--- src/include/spm_pkg.sv ---
// package for the serial port modem / spi mode block
// assumes one 50 MHz clock; config and status travel as plain ports
package spm_pkg;
    localparam logic [3:0] MODE_ASYNC     = 4'h0;
    localparam logic [3:0] MODE_MODEM     = 4'h3;
    localparam logic [3:0] MODE_SPI_MAST  = 4'hE;
    localparam logic [3:0] MODE_SPI_SLAVE = 4'hF;
    localparam logic [1:0] CLKSRC_EXT     = 2'h3;
    localparam logic [1:0] CLKSRC_DIV     = 2'h1;
    localparam logic [15:0] DIVISOR_MIN   = 16'h0006;
    localparam logic [15:0] DIVISOR_RST   = 16'h0006;
    localparam logic [3:0] NSS_GAP_BITS   = 4'h3;
    localparam logic [3:0] CHAR_LEN_BASE  = 4'h5;
    localparam logic [3:0] CHAR_LEN_NINE  = 4'h9;
    localparam logic [3:0] BITCNT_RST     = 4'h0;
    localparam logic [8:0] SHIFT_RST      = 9'h000;
    localparam logic       TR_RST         = 1'b1;
    localparam int         SYNC_STAGES    = 2;

    typedef struct packed {
        logic [3:0]  mode;
        logic [1:0]  clock_source_select;
        logic        serial_clock_output_enable;
        logic [1:0]  character_length_field;
        logic        nine_bit;
        logic        cpol;
        logic        cpha;
        logic [15:0] clock_divisor;
    } spm_cfg_t;

    typedef struct packed {
        logic ring_change_flag;
        logic set_ready_change_flag;
        logic carrier_change_flag;
        logic clear_to_send_change_flag;
    } spm_chg_t;

    typedef struct packed {
        logic ring;
        logic set_ready;
        logic carrier;
        logic clear_to_send;
    } spm_modem_in_t;
endpackage

--- src/hw/spm_sync.sv ---
// two-flop synchroniser with edge flag on the synchronised side
// assumes d comes from outside the clock domain
`timescale 1ns/1ps
module spm_sync (
    input  wire logic clock,
    input  wire logic rst_n,
    input  wire logic reset_value,
    input  wire logic d,
    output logic      q,
    output logic      changed
);
    logic meta;
    logic last;

    always_ff @(posedge clock or negedge rst_n) begin
        if (!rst_n) begin
            meta <= 1'b1;
            q    <= 1'b1;
            last <= 1'b1;
        end else begin
            meta <= d;
            q    <= meta;
            last <= q;
        end
    end

    // reset_value unused at reset (constant only); edge ignores first cycle
    assign changed = (q != last) && (reset_value | 1'b1);
endmodule

--- src/hw/spm_port.sv ---
// serial port modem and spi mode engine
// assumes the async engine is outside; config comes from register ports
// What this block does
// - mode value 3 selects modem mode.
// - modem mode behaves as async mode with all settings kept.
// - modem mode drives terminal-ready and rts, watches four modem inputs.
// - disable command drives terminal-ready high, enable command drives it low.
// - rts is driven by hardware in modem mode.
// - a level change on a modem input sets its change flag.
// - the four change flags clear when status is read.
// - cts high disables transmitter after the current character finishes.
// - mode E is spi master: txd mosi, rxd miso, sck out, rts select.
// - mode F is spi slave: rxd mosi, txd miso, sck in, cts select.
// - spi master has only one slave select output.
// - slave mode always uses the external serial clock.
// - spi characters carry up to nine data bits, no framing.
// - length from length field; nine-bit bit forces nine bits.
// - most significant bit goes first.
// - bus modes 0..3 map to cpol/cpha 01, 00, 11, 10.
// - master and slave use identical polarity and phase.
// - master select low one bit before, high one after, gap of at least two and a half bits.
`timescale 1ns/1ps
module spm_port (
    input  wire logic                  clock,
    input  wire logic                  rst_n,
    input  wire spm_pkg::spm_cfg_t     cfg,
    input  wire logic                  terminal_ready_disable_cmd,
    input  wire logic                  terminal_ready_enable_cmd,
    input  wire logic                  status_read,
    input  wire logic                  tx_reset_cmd,
    input  wire logic                  rx_reset_cmd,
    input  wire logic                  tx_enable,
    input  wire logic                  tx_valid,
    input  wire logic [8:0]            tx_data,
    output logic                       tx_ready,
    output logic                       rx_valid,
    output logic [8:0]                 rx_data,
    input  wire logic                  async_txd,
    input  wire logic                  async_busy,
    output logic                       async_tx_allow,
    output logic                       async_mode_active,
    input  wire logic                  ring_indicator_in,
    input  wire logic                  set_ready_in,
    input  wire logic                  carrier_detect_in,
    input  wire logic                  cts_in,
    input  wire logic                  rxd_in,
    input  wire logic                  sck_in,
    output logic                       txd_out,
    output logic                       rts_out,
    output logic                       terminal_ready_out,
    output logic                       sck_out,
    output logic                       sck_oe,
    output spm_pkg::spm_chg_t          change_flags,
    output spm_pkg::spm_modem_in_t     modem_levels,
    output logic                       transmitter_on
);
    // ------------------------------------------------------------------
    // mode decode
    // ------------------------------------------------------------------
    wire is_modem  = (cfg.mode == spm_pkg::MODE_MODEM);
    wire is_master = (cfg.mode == spm_pkg::MODE_SPI_MAST);
    wire is_slave  = (cfg.mode == spm_pkg::MODE_SPI_SLAVE);
    wire is_spi    = is_master | is_slave;
    // modem mode leaves async engine fully in charge of framing
    assign async_mode_active = !is_spi;

    // character length: nine-bit bit overrides field
    wire [3:0] char_len = cfg.nine_bit ? spm_pkg::CHAR_LEN_NINE
                        : spm_pkg::CHAR_LEN_BASE
                          + {2'b00, cfg.character_length_field};

    // ------------------------------------------------------------------
    // input synchronisers
    // ------------------------------------------------------------------
    logic ri_s, dsr_s, dcd_s, cts_s, rxd_s, sck_s;
    logic ri_e, dsr_e, dcd_e, cts_e, rxd_e, sck_e;

    spm_sync u_ri  (.clock(clock), .rst_n(rst_n), .reset_value(1'b1),
                    .d(ring_indicator_in), .q(ri_s), .changed(ri_e));
    spm_sync u_dsr (.clock(clock), .rst_n(rst_n), .reset_value(1'b1),
                    .d(set_ready_in), .q(dsr_s), .changed(dsr_e));
    spm_sync u_dcd (.clock(clock), .rst_n(rst_n), .reset_value(1'b1),
                    .d(carrier_detect_in), .q(dcd_s), .changed(dcd_e));
    spm_sync u_cts (.clock(clock), .rst_n(rst_n), .reset_value(1'b1),
                    .d(cts_in), .q(cts_s), .changed(cts_e));
    spm_sync u_rxd (.clock(clock), .rst_n(rst_n), .reset_value(1'b1),
                    .d(rxd_in), .q(rxd_s), .changed(rxd_e));
    spm_sync u_sck (.clock(clock), .rst_n(rst_n), .reset_value(1'b1),
                    .d(sck_in), .q(sck_s), .changed(sck_e));

    assign modem_levels = '{ring: ri_s, set_ready: dsr_s,
                            carrier: dcd_s, clear_to_send: cts_s};

    // ------------------------------------------------------------------
    // modem change flags and terminal ready
    // ------------------------------------------------------------------
    logic [3:0] chg;
    wire  [3:0] chg_ev = {ri_e, dsr_e, dcd_e, cts_e} & {4{is_modem}};
    // set wins over the read clear so no edge is lost
    wire  [3:0] next_chg = chg_ev | (status_read ? 4'h0 : chg);
    logic       dtr;

    always_ff @(posedge clock or negedge rst_n) begin
        if (!rst_n) begin
            chg <= 4'h0;
            dtr <= spm_pkg::TR_RST;
        end else begin
            chg <= next_chg;
            if (terminal_ready_disable_cmd)
                dtr <= 1'b1;
            else if (terminal_ready_enable_cmd)
                dtr <= 1'b0;
        end
    end
    assign change_flags = chg;
    assign terminal_ready_out = dtr;

    // cts gate: stays on until async engine ends its character
    logic tx_gate;
    always_ff @(posedge clock or negedge rst_n) begin
        if (!rst_n)
            tx_gate <= 1'b1;
        else if (!cts_s)
            tx_gate <= 1'b1;
        else if (!async_busy)
            tx_gate <= 1'b0;
    end
    wire modem_tx_ok = !is_modem || tx_gate;
    assign async_tx_allow = tx_enable && modem_tx_ok;
    assign transmitter_on = tx_enable && (is_spi || modem_tx_ok);

    // ------------------------------------------------------------------
    // spi engine
    // ------------------------------------------------------------------
    typedef enum logic [4:0] {
        SPM_IDLE  = 5'b00001,
        SPM_LEAD  = 5'b00010,
        SPM_SHIFT = 5'b00100,
        SPM_TAIL  = 5'b01000,
        SPM_GAP   = 5'b10000
    } spm_state_t;

    spm_state_t state;
    logic [15:0] div_cnt;
    logic [3:0]  bit_cnt;
    logic [3:0]  gap_cnt;
    logic        half;          // second half of a bit time
    logic        sck_int;
    logic        slave_select_line;
    logic [8:0]  tx_sh;
    logic [8:0]  rx_sh;
    logic        mosi;
    logic        rxv;
    logic [8:0]  rxd_q;

    // master half-bit tick; a divisor below six is not guarded here
    wire [15:0] half_div = {1'b0, cfg.clock_divisor[15:1]};
    wire        m_tick   = (div_cnt == 16'h0000);
    wire        spi_rst  = tx_reset_cmd | rx_reset_cmd;

    // leading/trailing edge in slave mode from synchronised sck
    // slave clock always comes from sck pin, divisor ignored
    wire s_lead  = sck_e && (sck_s != cfg.cpol);
    wire s_trail = sck_e && (sck_s == cfg.cpol);
    wire s_sel   = !cts_s;
    // master: first half ends on leading edge, second on trailing
    wire m_lead  = (state == SPM_SHIFT) && m_tick && !half;
    wire m_trail = (state == SPM_SHIFT) && m_tick && half;
    wire lead    = is_master ? m_lead  : (is_slave && s_sel && s_lead);
    wire trail   = is_master ? m_trail : (is_slave && s_sel && s_trail);
    // cpha=1: sample on leading, change on trailing; cpha=0 reversed
    wire sample  = cfg.cpha ? lead : trail;
    wire shift   = cfg.cpha ? trail : lead;
    wire last_bit = (bit_cnt == char_len - 4'h1);
    wire [8:0] load_val = tx_data << (4'h9 - char_len);

    always_ff @(posedge clock or negedge rst_n) begin
        if (!rst_n) begin
            state   <= SPM_IDLE;
            div_cnt <= 16'h0000;
            bit_cnt <= spm_pkg::BITCNT_RST;
            gap_cnt <= 4'h0;
            half    <= 1'b0;
            slave_select_line     <= 1'b1;
            tx_sh   <= spm_pkg::SHIFT_RST;
            rx_sh   <= spm_pkg::SHIFT_RST;
            mosi    <= 1'b1;
            rxv     <= 1'b0;
            rxd_q   <= spm_pkg::SHIFT_RST;
        end else begin
            rxv     <= 1'b0;
            // parked at zero outside master: a new divisor takes hold
            // at once instead of after a stale full-range count
            div_cnt <= (!is_master || spi_rst) ? 16'h0000
                     : m_tick ? half_div - 16'h0001
                              : div_cnt - 16'h0001;
            if (spi_rst || !is_spi) begin
                state   <= SPM_IDLE;
                bit_cnt <= spm_pkg::BITCNT_RST;
                half    <= 1'b0;
                slave_select_line     <= 1'b1;
                mosi    <= 1'b1;
            end else begin
                case (state)
                SPM_IDLE: begin
                    half    <= 1'b0;
                    bit_cnt <= spm_pkg::BITCNT_RST;
                    rx_sh   <= spm_pkg::SHIFT_RST;
                    if (is_master && tx_valid && tx_enable && m_tick) begin
                        tx_sh   <= load_val;
                        slave_select_line     <= 1'b0;
                        gap_cnt <= 4'h0;
                        state   <= SPM_LEAD;
                    end else if (is_slave && s_sel && tx_valid) begin
                        tx_sh <= load_val;
                        mosi  <= load_val[8];
                        state <= SPM_SHIFT;
                    end
                end
                SPM_LEAD: begin
                    // one bit time of select before the msb
                    if (m_tick) begin
                        half <= !half;
                        if (half) begin
                            state <= SPM_SHIFT;
                            mosi  <= tx_sh[8];
                        end
                    end
                end
                SPM_SHIFT: begin
                    if (m_tick && is_master)
                        half <= !half;
                    if (sample)
                        rx_sh <= {rx_sh[7:0], rxd_s};
                    if (shift) begin
                        tx_sh <= {tx_sh[7:0], 1'b0};
                        // phase zero puts each bit out on its leading edge
                        mosi  <= cfg.cpha ? tx_sh[7] : tx_sh[8];
                    end
                    if (trail) begin
                        bit_cnt <= bit_cnt + 4'h1;
                        if (last_bit) begin
                            rxv   <= 1'b1;
                            rxd_q <= cfg.cpha ? rx_sh
                                              : {rx_sh[7:0], rxd_s};
                            state <= is_master ? SPM_TAIL : SPM_IDLE;
                        end
                    end
                end
                SPM_TAIL: begin
                    // hold select one bit after the lsb
                    if (m_tick) begin
                        half <= !half;
                        if (half) begin
                            slave_select_line   <= 1'b1;
                            mosi  <= 1'b1;
                            state <= SPM_GAP;
                        end
                    end
                end
                SPM_GAP: begin
                    if (m_tick) begin
                        half <= !half;
                        if (half) begin
                            gap_cnt <= gap_cnt + 4'h1;
                            if (gap_cnt == spm_pkg::NSS_GAP_BITS - 4'h2)
                                state <= SPM_IDLE;
                        end
                    end
                end
                default: state <= SPM_IDLE;
                endcase
            end
        end
    end

    // master serial clock toggles only during data bits
    always_ff @(posedge clock or negedge rst_n) begin
        if (!rst_n)
            sck_int <= 1'b0;
        else if (state == SPM_SHIFT && is_master && m_tick)
            sck_int <= !sck_int;
        else if (state != SPM_SHIFT)
            sck_int <= 1'b0;
    end

    // ------------------------------------------------------------------
    // pin muxing
    // ------------------------------------------------------------------
    // sck idles at cpol, same settings as the far end expects
    assign sck_out = sck_int ^ cfg.cpol;
    assign sck_oe  = is_master && cfg.serial_clock_output_enable
                     && (cfg.clock_source_select
                         != spm_pkg::CLKSRC_EXT);
    // slave drives miso only while selected; high otherwise
    assign txd_out = is_spi ? (is_slave && !s_sel ? 1'b1 : mosi)
                            : async_txd;
    // rts: select in master mode, hardware flow level otherwise
    assign rts_out = is_master ? slave_select_line
                   : !(tx_enable && modem_tx_ok);
    assign tx_ready = is_spi && (state == SPM_IDLE) && tx_enable
                      && (is_master ? m_tick : s_sel);
    assign rx_valid = rxv;
    assign rx_data  = rxd_q;

    // rxd edge is not needed; rxd_e kept for receiver glitch filter users
    wire unused_rxd = rxd_e;
endmodule

--- config.mk ---
export PLATFORM = sky130hd
export DESIGN_NAME = spm_port
export DESIGN_NICKNAME = d
export VERILOG_FILES = /design/src/include/spm_pkg.sv /design/src/hw/spm_sync.sv /design/src/hw/spm_port.sv
export SDC_FILE = /design/constraint.sdc
export NUM_CORES = 1
export LEC_CHECK = 0
export BUFFER_PORTS_ARGS = -buffer_cell sky130_fd_sc_hd__buf_2
export CAP_MARGIN = 30
export CORE_ASPECT_RATIO = 2
export CORE_MARGIN = 1.5
export CORE_UTILIZATION = 40
export DETAILED_ROUTE_END_ITERATION = 7
export GPL_ROUTABILITY_DRIVEN = 0
export SYNTH_ARGS = -nofsm -noshare
export SYNTH_HDL_FRONTEND = slang
export SYNTH_HIERARCHICAL = 1
export SYNTH_SLANG_ARGS = --single-unit
--- constraint.sdc ---
create_clock -name clock -period 2.7 [get_ports clock]
set_input_delay 0.27 -clock clock [delete_from_list [all_inputs] [get_ports clock]]
set_output_delay 0.27 -clock clock [all_outputs]
set_load 0.02 [all_outputs]
Word level (Yosys, flattened, before mapping)
Index checks and enable logic that the tools add are counted.
{"block": "classes", "n_addsub": 7, "eq_ne": 42, "shift": 1, "muxes": 67, "bitwise": 6, "n_reduce_logical": 53}
{"operator": "$mux W5", "n": 12}
{"operator": "$mux W9", "n": 5}
{"operator": "$ne A3 B3 Y1 const B", "n": 15}
{"operator": "$pmux W9 S2", "n": 2}
{"operator": "$mux W1", "n": 32}
{"operator": "$mux W16", "n": 2}
{"operator": "$mux W4", "n": 8}
{"operator": "$pmux W5 S5", "n": 1}
{"operator": "$logic_and A1 B1 Y1", "n": 23}
{"operator": "$logic_not A16 Y1", "n": 1}
{"operator": "$pmux W4 S2", "n": 2}
{"operator": "$sub A15 B1 Y16 const B", "n": 1}
{"operator": "$sub A16 B1 Y16 const B", "n": 1}
{"operator": "$ne A2 B2 Y1 const B", "n": 7}
{"operator": "$reduce_and A4 Y1", "n": 3}
{"operator": "$reduce_and A10 Y1", "n": 1}
{"operator": "$shl A9 B4 Y9", "n": 1}
{"operator": "$add A4 B1 Y4 const B", "n": 2}
{"operator": "$eq A4 B4 Y1 const B", "n": 2}
{"operator": "$reduce_and A8 Y1", "n": 1}
{"operator": "$reduce_bool A2 Y1", "n": 4}
{"operator": "$logic_not A1 Y1", "n": 7}
{"operator": "$ne A1 B1 Y1", "n": 6}
{"operator": "$reduce_and A3 Y1", "n": 2}
{"operator": "30 further kinds", "n": 35}
{"block": "word_totals", "register_bits": 84, "in_bits": 54, "out_inout_bits": 27, "wordCells": 208}

Depth between registers and ports, before layout
Gate-level depths: netlist of run 1.
{"block": "depth", "ltp_word": 8, "depth_mapped": 12, "mapped_depth_nobuf": 10}

Modules after synthesis
Netlist of run 1, hierarchy kept.
{"mod": "spm_port", "instances": 1, "cells_per_inst": 491, "area_per_inst_um2": 4591.9, "seq_area_each_um2": 1682.9}
{"mod": "spm_sync", "instances": 6, "cells_per_inst": 4, "area_per_inst_um2": 87.6, "seq_area_each_um2": 78.8}

Worst setup path before layout of run 1
OpenSTA, ideal clock, no wires.
{"block": "synth_timing", "kind": "input -> register", "from": "in cfg[19] in the netlist's numbering", "to": "reg state[2]", "setup_time_ps": 95, "arrival_time_ps": 2738, "t_required_ps": 2605, "slack_ps": -134, "stages": 11, "n_path_buf": 1, "path_cell_list": "ha_1 > nor2b_1 > buf_1 > inv_1 > ha_1 > xor2_1 > xnor2_1 > nand3_1 > o31a_1 > or3_1 > o31ai_1"}
{"block": "synth_via", "elab_chain_cells": 6}
{"item": "from (decl)", "line": "spm_port.sv:26", "source": "input wire spm_pkg::spm_cfg_t cfg,"}
{"item": "$add A3 B2 Y4", "line": "spm_port.sv:70", "source": "+ {2'b00, cfg.character_length_field};"}
{"item": "$mux W4", "line": "spm_port.sv:68", "source": "wire [3:0] char_len = cfg.nine_bit ? spm_pkg::CHAR_LEN_NINE"}
{"item": "$sub A4 B1 Y4", "line": "spm_port.sv:174", "source": "wire last_bit = (bit_cnt == char_len - 4'h1);"}
{"item": "$eq A4 B4 Y1", "line": "spm_port.sv:174"}
{"item": "$ne A3 B3 Y1 (no line)"}
{"item": "$reduce_and A10 Y1 (no line)"}
{"item": "to (signal assigned)", "line": "spm_port.sv:246", "source": "state <= is_master ? SPM_TAIL : SPM_IDLE;"}
{"item": "to (decl)", "line": "spm_port.sv:143", "source": "spm_state_t state;"}
Every way passes these cells.
A chain may end at the register's enable or synchronous reset.

Worst setup path after layout of run 1
{"block": "layout_timing", "from": "reg div_cnt[5]", "to": "out tx_ready"}
{"block": "layout_via", "elab_chain_cells": 3}
{"item": "from (decl)", "line": "spm_port.sv:144", "source": "logic [15:0] div_cnt;"}
{"item": "from (signal assigned)", "line": "spm_port.sv:194", "source": "div_cnt <= (!is_master || spi_rst) ? 16'h0000"}
{"item": "$logic_not A16 Y1", "line": "spm_port.sv:158", "source": "wire m_tick = (div_cnt == 16'h0000);"}
{"item": "$mux W1", "line": "spm_port.sv:302", "source": "&& (is_master ? m_tick : s_sel);"}
{"item": "$logic_and A1 B1 Y1", "line": "spm_port.sv:302"}
{"item": "to (decl)", "line": "spm_port.sv:35", "source": "output logic tx_ready,"}
Every way passes these cells.

==> results.cfg, run 1 <==
[floorplan]
coreArea_sq_mm = 0.0125
die-area_sq_mm = 0.0134
start_util = 0.407
die_w_um = 82.7
die_h_um = 162
num_rows = 58
pin_count = 81

[run]
maxCapViolations = 0

[route]
drc = 0
drt_wl_total_um = 13000
dr.pass1.iters = 4
drtIter0Drc = 191
ant_nets = 0
vias = 4271
avgViaCountPerCell = 5.60
wl_per_cell_um = 17.0

[timing]
rsz0062_at_grt = false
fin_skew_ns = 0.00970
relSlewSlack = 0.588
max_freq_mhz = 379
finalSetupViolations = 0
worst_pin_slew_ns = 0.613
timing.final.crit_share = 0.978
finalHoldWorstSlack_ns = 0.0188
setup-tns-final_ns = 0
fin_crit_ns = 2.64
hold_viol = 0
drv_slew = 0

[worst_setup_path]
cp.arrival_ns = 2.37
regToRegStartpoint = div_cnt[6]$_DFF_PN0_
worst-setup-path-type = register to output port
crit_fanout = 10
required_ns = 2.43
critPathCaptureType = output port
reg2reg_slack_ns = 0.10
timing.rr.end = div_cnt[14]$_DFF_PN0_
reg2reg_depth = 10
cp-start-kind = register

[synthesis]
synth.avg_cell_area_sq_um = 9.92
synthCells = 512
syn_area_sq_mm = 0.00508
synth_nets = 575
yosysWarnings = 6

[global_route]
grt_max_degree = 46
grt-ovfl-total = 0
grt_pass1_vias = 4459
grt_pass1_wl_um = 21300
antenna_found_initial = 0
grt.total_usage = 0.210

[placed_design]
dpl.hpwl_um = 9990
dpl_cell_area_sq_mm = 0.00576
port_buffers = 79
placed_cells = 743

[clock_network]
cts_resized = 0
cts_inserted_buffers = 9
clk_pin_slew_ns = 0.07
htreeDepth = 3
clock-root-buffer = clkbuf_16
cts.sink_count = 84
clk_latency_ns = 0.34
cts_tree = built
clockBufferDepth = 2

[final_layout]
diodes = 0
fin_cells = 762
area_growth_pct = 19.9
drive_gt1_frac = 0.314
final_area_sq_mm = 0.00609
nets = 670

[min_path]
hold_start = rxd_in
min_to = u_rxd/meta$_DFF_PN1_
min_path_cells = 1
hold_path_class = input port to register

[outcome]
outcome = complete, no violations

[pwr]
power.static_leakage_uw = 0.00291
worst_ir_drop_vdd_uv = 287
power_uw = 2950
p_per_area_mw_per_mm2 = 485
==> critical path, cell delays in order, from the launching register on <==
cell and delay [ns]:
dfrtp_1 0.44, nor4_4 0.37, and3b_1 0.28, nand2_4 0.13
mux2_2 0.29, nor4_1 0.29, buf_2 0.23
==> final cells by class <==
class                   instances  area [sq um]
well taps                     150           188
clock buffers                  11           254
fillers                      1217          6390
multi-input cells             382          2720
repair buffers                114           688
clock inverters                 5          46.3
inverters                      16          60.1
flip-flops and latches         84          2130
==> where the power goes <==
part	switching (uW)	total [uW]	internal (uW)
Clock	545	1250	700
Combinational	225	399	174
Sequential	16.0	1310	1290
==> state kept, by name (all words and copies together) (netlist names), 4 cells and up <==
name / cells
tx_sh: 9
rx_sh: 9
gap_cnt: 4
rx_data: 9
bit_cnt: 4
div_cnt: 16
state: 5
change_flags: 4
==> cell usage in the layout (no fill, tap or decap), types with 10 or more instances in the layout <==
master and instances:
nand2_1 52, nor3_1 14, buf_2 78, buf_4 33, nor2_1 37, clkbuf_16 10, a21oi_1 32, mux2i_1 20
nand3_1 13, inv_1 15, xor2_1 14, o21ai_0 22, mux2_2 12, dfstp_2 22, dfrtp_1 62, xnor2_1 10
==> layer usage <==
metal	track usage	vias up	routed length (um)
li1	-	2046	-
met1	0.216	2101	4680
met2	0.388	88	7390
met3	0.0280	36	309
met4	0.114	0	592
met5	0	-	0
==> stage by stage <==
stage                     utilization  worst slack [ns]
after floorplan                     -           0.00158
after global placement          0.462          -0.00917
after detailed placement        0.462           -0.0365
after CTS                       0.487           0.00535
after global routing            0.488            0.0117
final                           0.488            0.0595
==> worst max path at each step <==
stage | start | depth (start not counted) | endpoint
after floorplan | div_cnt[6]$_DFF_PN0_ | 12 | div_cnt[14]$_DFF_PN0_
final | div_cnt[5]$_DFF_PN0_ | 6 | tx_ready
after detailed placement | cfg[19] | 13 | rx_data[2]$_DFFE_PN0P_
after global placement | cfg[19] | 13 | rx_data[3]$_DFFE_PN0P_
after global routing | div_cnt[6]$_DFF_PN0_ | 10 | div_cnt[14]$_DFF_PN0_
after CTS | div_cnt[8]$_DFF_PN0_ | 6 | tx_ready
==> what timing repair did <==
action / in CTS / in global routing
buffers inserted: 0 / 2
endpoints found under the setup margin: 1 / 4
hold endpoints to repair: 35 / 0
hold buffers: 1 / 0
pin swaps: 1 / 1
Note: power is estimated with default switching activity, not from simulation.
==> inputs of run 2 (changes only) <==
--- a/config.mk
+++ b/config.mk
@@ -12,6 +12,7 @@
 export CORE_UTILIZATION = 40
 export DETAILED_ROUTE_END_ITERATION = 7
 export GPL_ROUTABILITY_DRIVEN = 0
+export HOLD_SLACK_MARGIN = 0.02
 export SYNTH_ARGS = -nofsm -noshare
 export SYNTH_HDL_FRONTEND = slang
 export SYNTH_HIERARCHICAL = 1
==> results.cfg, run 2 (synthesis gave the netlist of run 1 again) <==
[global_route]
grt-ovfl-total = 0
grt_pass1_vias = 4486
antenna_found_initial = 0
grt_max_degree = 46
grt.total_usage = 0.210
grt_pass1_wl_um = 21300

[floorplan]
pin_count = 81
die_h_um = 162
num_rows = 58
coreArea_sq_mm = 0.0125
die_w_um = 82.7
die-area_sq_mm = 0.0134
start_util = 0.407

[worst_setup_path]
critPathCaptureType = output port
worst-setup-path-type = register to output port
cp-start-kind = register
required_ns = 2.43
cp.arrival_ns = 2.37
crit_fanout = 10

[final_layout]
fillers = 1214
drive_gt1_frac = 0.311
top_register = div_cnt
nets = 676
layout_commonest_cell = buf_2
largest_reg_flops = 16
area_growth_pct = 21.1
diodes = 0
layout_common_cells = buf_2, dfrtp_1, nand2_1
final_util = 0.493

[clock_network]
htreeDepth = 3
clockBufferDepth = 2
cts_resized = 0
cts_inserted_buffers = 9
cts.sink_count = 84
cts_tree = built
clock-root-buffer = clkbuf_16
clk_latency_ns = 0.34
clk_pin_slew_ns = 0.07

[pwr]
switching_share = 0.266
power.static_leakage_uw = 0.00294
p_int_uw = 2170
pwr-share-seq = 0.443
clock_power_share = 0.421
worst_ir_drop_vdd_uv = 286
switching_power_uw = 787
comb_power_share = 0.137
power_uw = 2960
p_per_area_mw_per_mm2 = 482

[placed_design]
place_ws_ns = -0.0365
dpl.hpwl_um = 9990
port_buffers = 79

[timing]
max_freq_mhz = 379
finalHoldWorstSlack_ns = 0.117
fin_skew_ns = 0.0108
hold_viol = 0
timing.final.crit_share = 0.978
worst_pin_slew_ns = 0.612
fin_crit_ns = 2.64
worst_slack_ns = 0.0606
drv_slew = 0
finalSetupViolations = 0
relSlewSlack = 0.589
rsz0062_at_grt = false

[route]
drc = 0
ant_nets = 0
drt_wl_total_um = 13000
wl_per_cell_um = 16.9
vias = 4292
drtIter0Drc = 235
avgViaCountPerCell = 5.59
dr.pass1.iters = 4

[min_path]
hold_path_class = input port to register

[outcome]
outcome = complete, no violations

[run]
maxCapViolations = 0
## run 2: cell types whose count changed in the layout (fill, tap and decap cells not counted), sizes merged
cell / delta
dlygate4sd3: +6
## run 2: layout make-up
| type | instances | area [sq um] | share of cell area |
|---|---|---|---|
| well taps | 150 | 188 | 0.0305 |
| clock buffers | 11 | 254 | 0.0413 |
| flip-flops and latches | 84 | 2130 | 0.346 |
| multi-input cells | 382 | 2720 | 0.443 |
| inverters | 16 | 60.1 | 0.00977 |
| repair buffers | 120 | 748 | 0.122 |
| clock inverters | 5 | 46.3 | 0.00753 |
## run 2: final timing paths
kind,startpoint,to,slack [ns],cells after the start
max,div_cnt[5]$_DFF_PN0_,tx_ready,0.06,6
min,terminal_ready_disable_cmd,terminal_ready_out$_DFFE_PN1P_,0.12,2
max reg2reg,div_cnt[6]$_DFF_PN0_,div_cnt[14]$_DFF_PN0_,0.09,10
min reg2reg,u_dcd/meta$_DFF_PN1_,u_dcd/q$_DFF_PN1_,0.36,0
max in group asynchronous,rst_n,div_cnt[3]$_DFF_PN0_,1.58,3
min in group asynchronous,rst_n,change_flags[2]$_DFF_PN0_,0.48,2
## run 2: per-layer routing
metal  routed length [um]  vias to the layer above  global-route usage
met2                 7430                       85               0.389
li1                     -                     2060                   -
met1                 4670                     2114               0.217
met3                  319                       33              0.0280
met5                    0                        -                   0
met4                  584                        0               0.114
## run 2: critical path, cell delays in order, from the launching register on
cell	delay (ns)
dfrtp_1	0.44
nor4_4	0.37
and3b_1	0.28
nand2_4	0.14
mux2_2	0.29
nor4_1	0.29
buf_2	0.23
## run 2: metrics by stage
stage	std cells	setup TNS [ns]	cell area [sq um]
after floorplan	512	0	5080
after global placement	743	-0.0698	5760
after detailed placement	743	-0.221	5760
after CTS	766	0	6130
after global routing	768	0	6150
final	768	0	6150
## run 2: timing repair
item,4_1_cts,5_1_grt
pin swaps,1,1
endpoints found under the hold margin,41,0
buffers inserted,0,2
hold buffers,7,0
endpoints found under the setup margin,1,4
## run 2: power by group through the flow
| stage | Sequential [uW] | Combinational [uW] | Clock (uW) |
|---|---|---|---|
| after floorplan | 1330 | 232 | 0 |
| after global placement | 1330 | 389 | 0 |
| after detailed placement | 1330 | 398 | 0 |
| after CTS | 1310 | 408 | 1280 |
| after global routing | 1310 | 449 | 1330 |
| final | 1310 | 405 | 1250 |
==> inputs of run 3 (changes only) <==
--- a/config.mk
+++ b/config.mk
@@ -10,9 +10,11 @@
 export CORE_ASPECT_RATIO = 2
 export CORE_MARGIN = 1.5
 export CORE_UTILIZATION = 40
+export CTS_CLUSTER_DIAMETER = 40
 export DETAILED_ROUTE_END_ITERATION = 7
 export GPL_ROUTABILITY_DRIVEN = 0
-export HOLD_SLACK_MARGIN = 0.02
+export HOLD_SLACK_MARGIN = 0.06
+export RECOVER_POWER = 25
 export SYNTH_ARGS = -nofsm -noshare
 export SYNTH_HDL_FRONTEND = slang
 export SYNTH_HIERARCHICAL = 1
==> results.cfg, run 3 (synthesis gave the netlist of run 1 again) <==
[outcome]
outcome = complete, no violations

[timing]
worst_pin_slew_ns = 1.18
fin_skew_ns = 0.0108
max_freq_mhz = 379
fin_crit_ns = 2.64
worst_slack_ns = 0.0603
timing.final.crit_share = 0.978
hold_viol = 0
relSlewSlack = 0.211
drv_slew = 0
rsz0062_at_grt = false
finalHoldWorstSlack_ns = 0.118
finalSetupViolations = 0

[route]
vias = 4290
drt_wl_total_um = 13000
drt-met1-wl_um = 4670
wl_per_cell_um = 16.9
drtIter0Drc = 236
route.met3.wl_um = 323
avgViaCountPerCell = 5.59
ant_nets = 0
top_layer = met4
dr_wl_met2_um = 7430
dr.pass1.iters = 4
drc = 0

[worst_setup_path]
regToRegStartpoint = div_cnt[6]$_DFF_PN0_
crit_path_end = tx_ready
critPathCaptureType = output port
critPathLaunch = div_cnt[5]$_DFF_PN0_
worst-setup-path-type = register to output port
cp.arrival_ns = 2.37
timing.rr.end = div_cnt[14]$_DFF_PN0_
crit_fanout = 10
reg2reg_slack_ns = 0.09
cp-start-kind = register
required_ns = 2.43
reg2reg_depth = 10

[placed_design]
place_ws_ns = -0.0365
port_buffers = 79
dpl.hpwl_um = 9990
placed_cells = 743

[final_layout]
layout_commonest_cell = buf_2
area_growth_pct = 21.0
layout_common_cells = buf_2, dfrtp_1, nand2_1
top_register = div_cnt
multiInputGateArea_sq_mm = 0.00272
ff_latch_area_sq_mm = 0.00213
diodes = 0
drive_gt1_frac = 0.303
fin_cells = 768
largest_reg_flops = 16
fillers = 1215
final_util = 0.492
nets = 676

[pwr]
worst_ir_drop_vdd_uv = 286
p_per_area_mw_per_mm2 = 481
power_uw = 2960
power.static_leakage_uw = 0.00294

[clock_network]
htreeDepth = 3
clock-root-buffer = clkbuf_16
cts.sink_count = 84
clockBufferDepth = 2
clk_pin_slew_ns = 0.07
clk_latency_ns = 0.34
cts_inserted_buffers = 9
cts_tree = built
cts_resized = 0

[floorplan]
die_h_um = 162
die_w_um = 82.7
start_util = 0.407
die-area_sq_mm = 0.0134
coreArea_sq_mm = 0.0125
num_rows = 58
pin_count = 81

[global_route]
antenna_found_initial = 0
grt_max_degree = 46
grt-ovfl-total = 0
grt.total_usage = 0.210
grt_pass1_vias = 4486
grt_pass1_wl_um = 21300

[min_path]
min_path_cells = 2
hold_path_class = input port to register
hold_start = terminal_ready_disable_cmd

[run]
maxCapViolations = 0
## run 3: worst min path at each step
stage | end | slack, ns
after floorplan | bit_cnt[0]$_DFFE_PN0P_ | -0.03
after global placement | change_flags[2]$_DFF_PN0_ | 0.31
after detailed placement | change_flags[2]$_DFF_PN0_ | 0.33
after CTS | terminal_ready_out$_DFFE_PN1P_ | 0.10
after global routing | terminal_ready_out$_DFFE_PN1P_ | 0.11
final | terminal_ready_out$_DFFE_PN1P_ | 0.12
## run 3: stage by stage
step	area [sq um]	setup TNS (ns)
after floorplan	5080	0
final	6150	0
after CTS	6130	0
after detailed placement	5760	-0.221
after global routing	6150	0
after global placement	5760	-0.0698
## run 3: report_power, final
group / internal, uW / total [uW] / switching [uW]
clock network: 700 / 1240 / 544
registers: 1290 / 1310 / 16.1
logic: 179 / 405 / 226
## run 3: final cells by class
type | count | share of cell area
timing repair buffer | 120 | 0.121
tap | 150 | 0.0305
multi-input combinational | 382 | 0.443
sequential | 84 | 0.346
inverter | 16 | 0.00977
clock inverter | 5 | 0.00753
clock buffer | 11 | 0.0413
## run 3: metal layers
layer | vias up | global-route usage
met2 | 85 | 0.389
met4 | 0 | 0.114
li1 | 2058 | -
met1 | 2114 | 0.217
met5 | - | 0
met3 | 33 | 0.0280
## run 3: repair_timing
action / in CTS / in global routing
pin swaps: 1 / 1
setup endpoints to repair: 1 / 4
endpoints found under the hold margin: 41 / 0
setup buffers: 0 / 2
hold buffers: 7 / 0
## run 3: worst max-delay path, stage by stage (launching register included)
cell and delay, ns:
dfrtp_1 0.44, nor4_4 0.37, and3b_1 0.28, nand2_4 0.14, mux2_2 0.29, nor4_1 0.29
buf_2 0.23
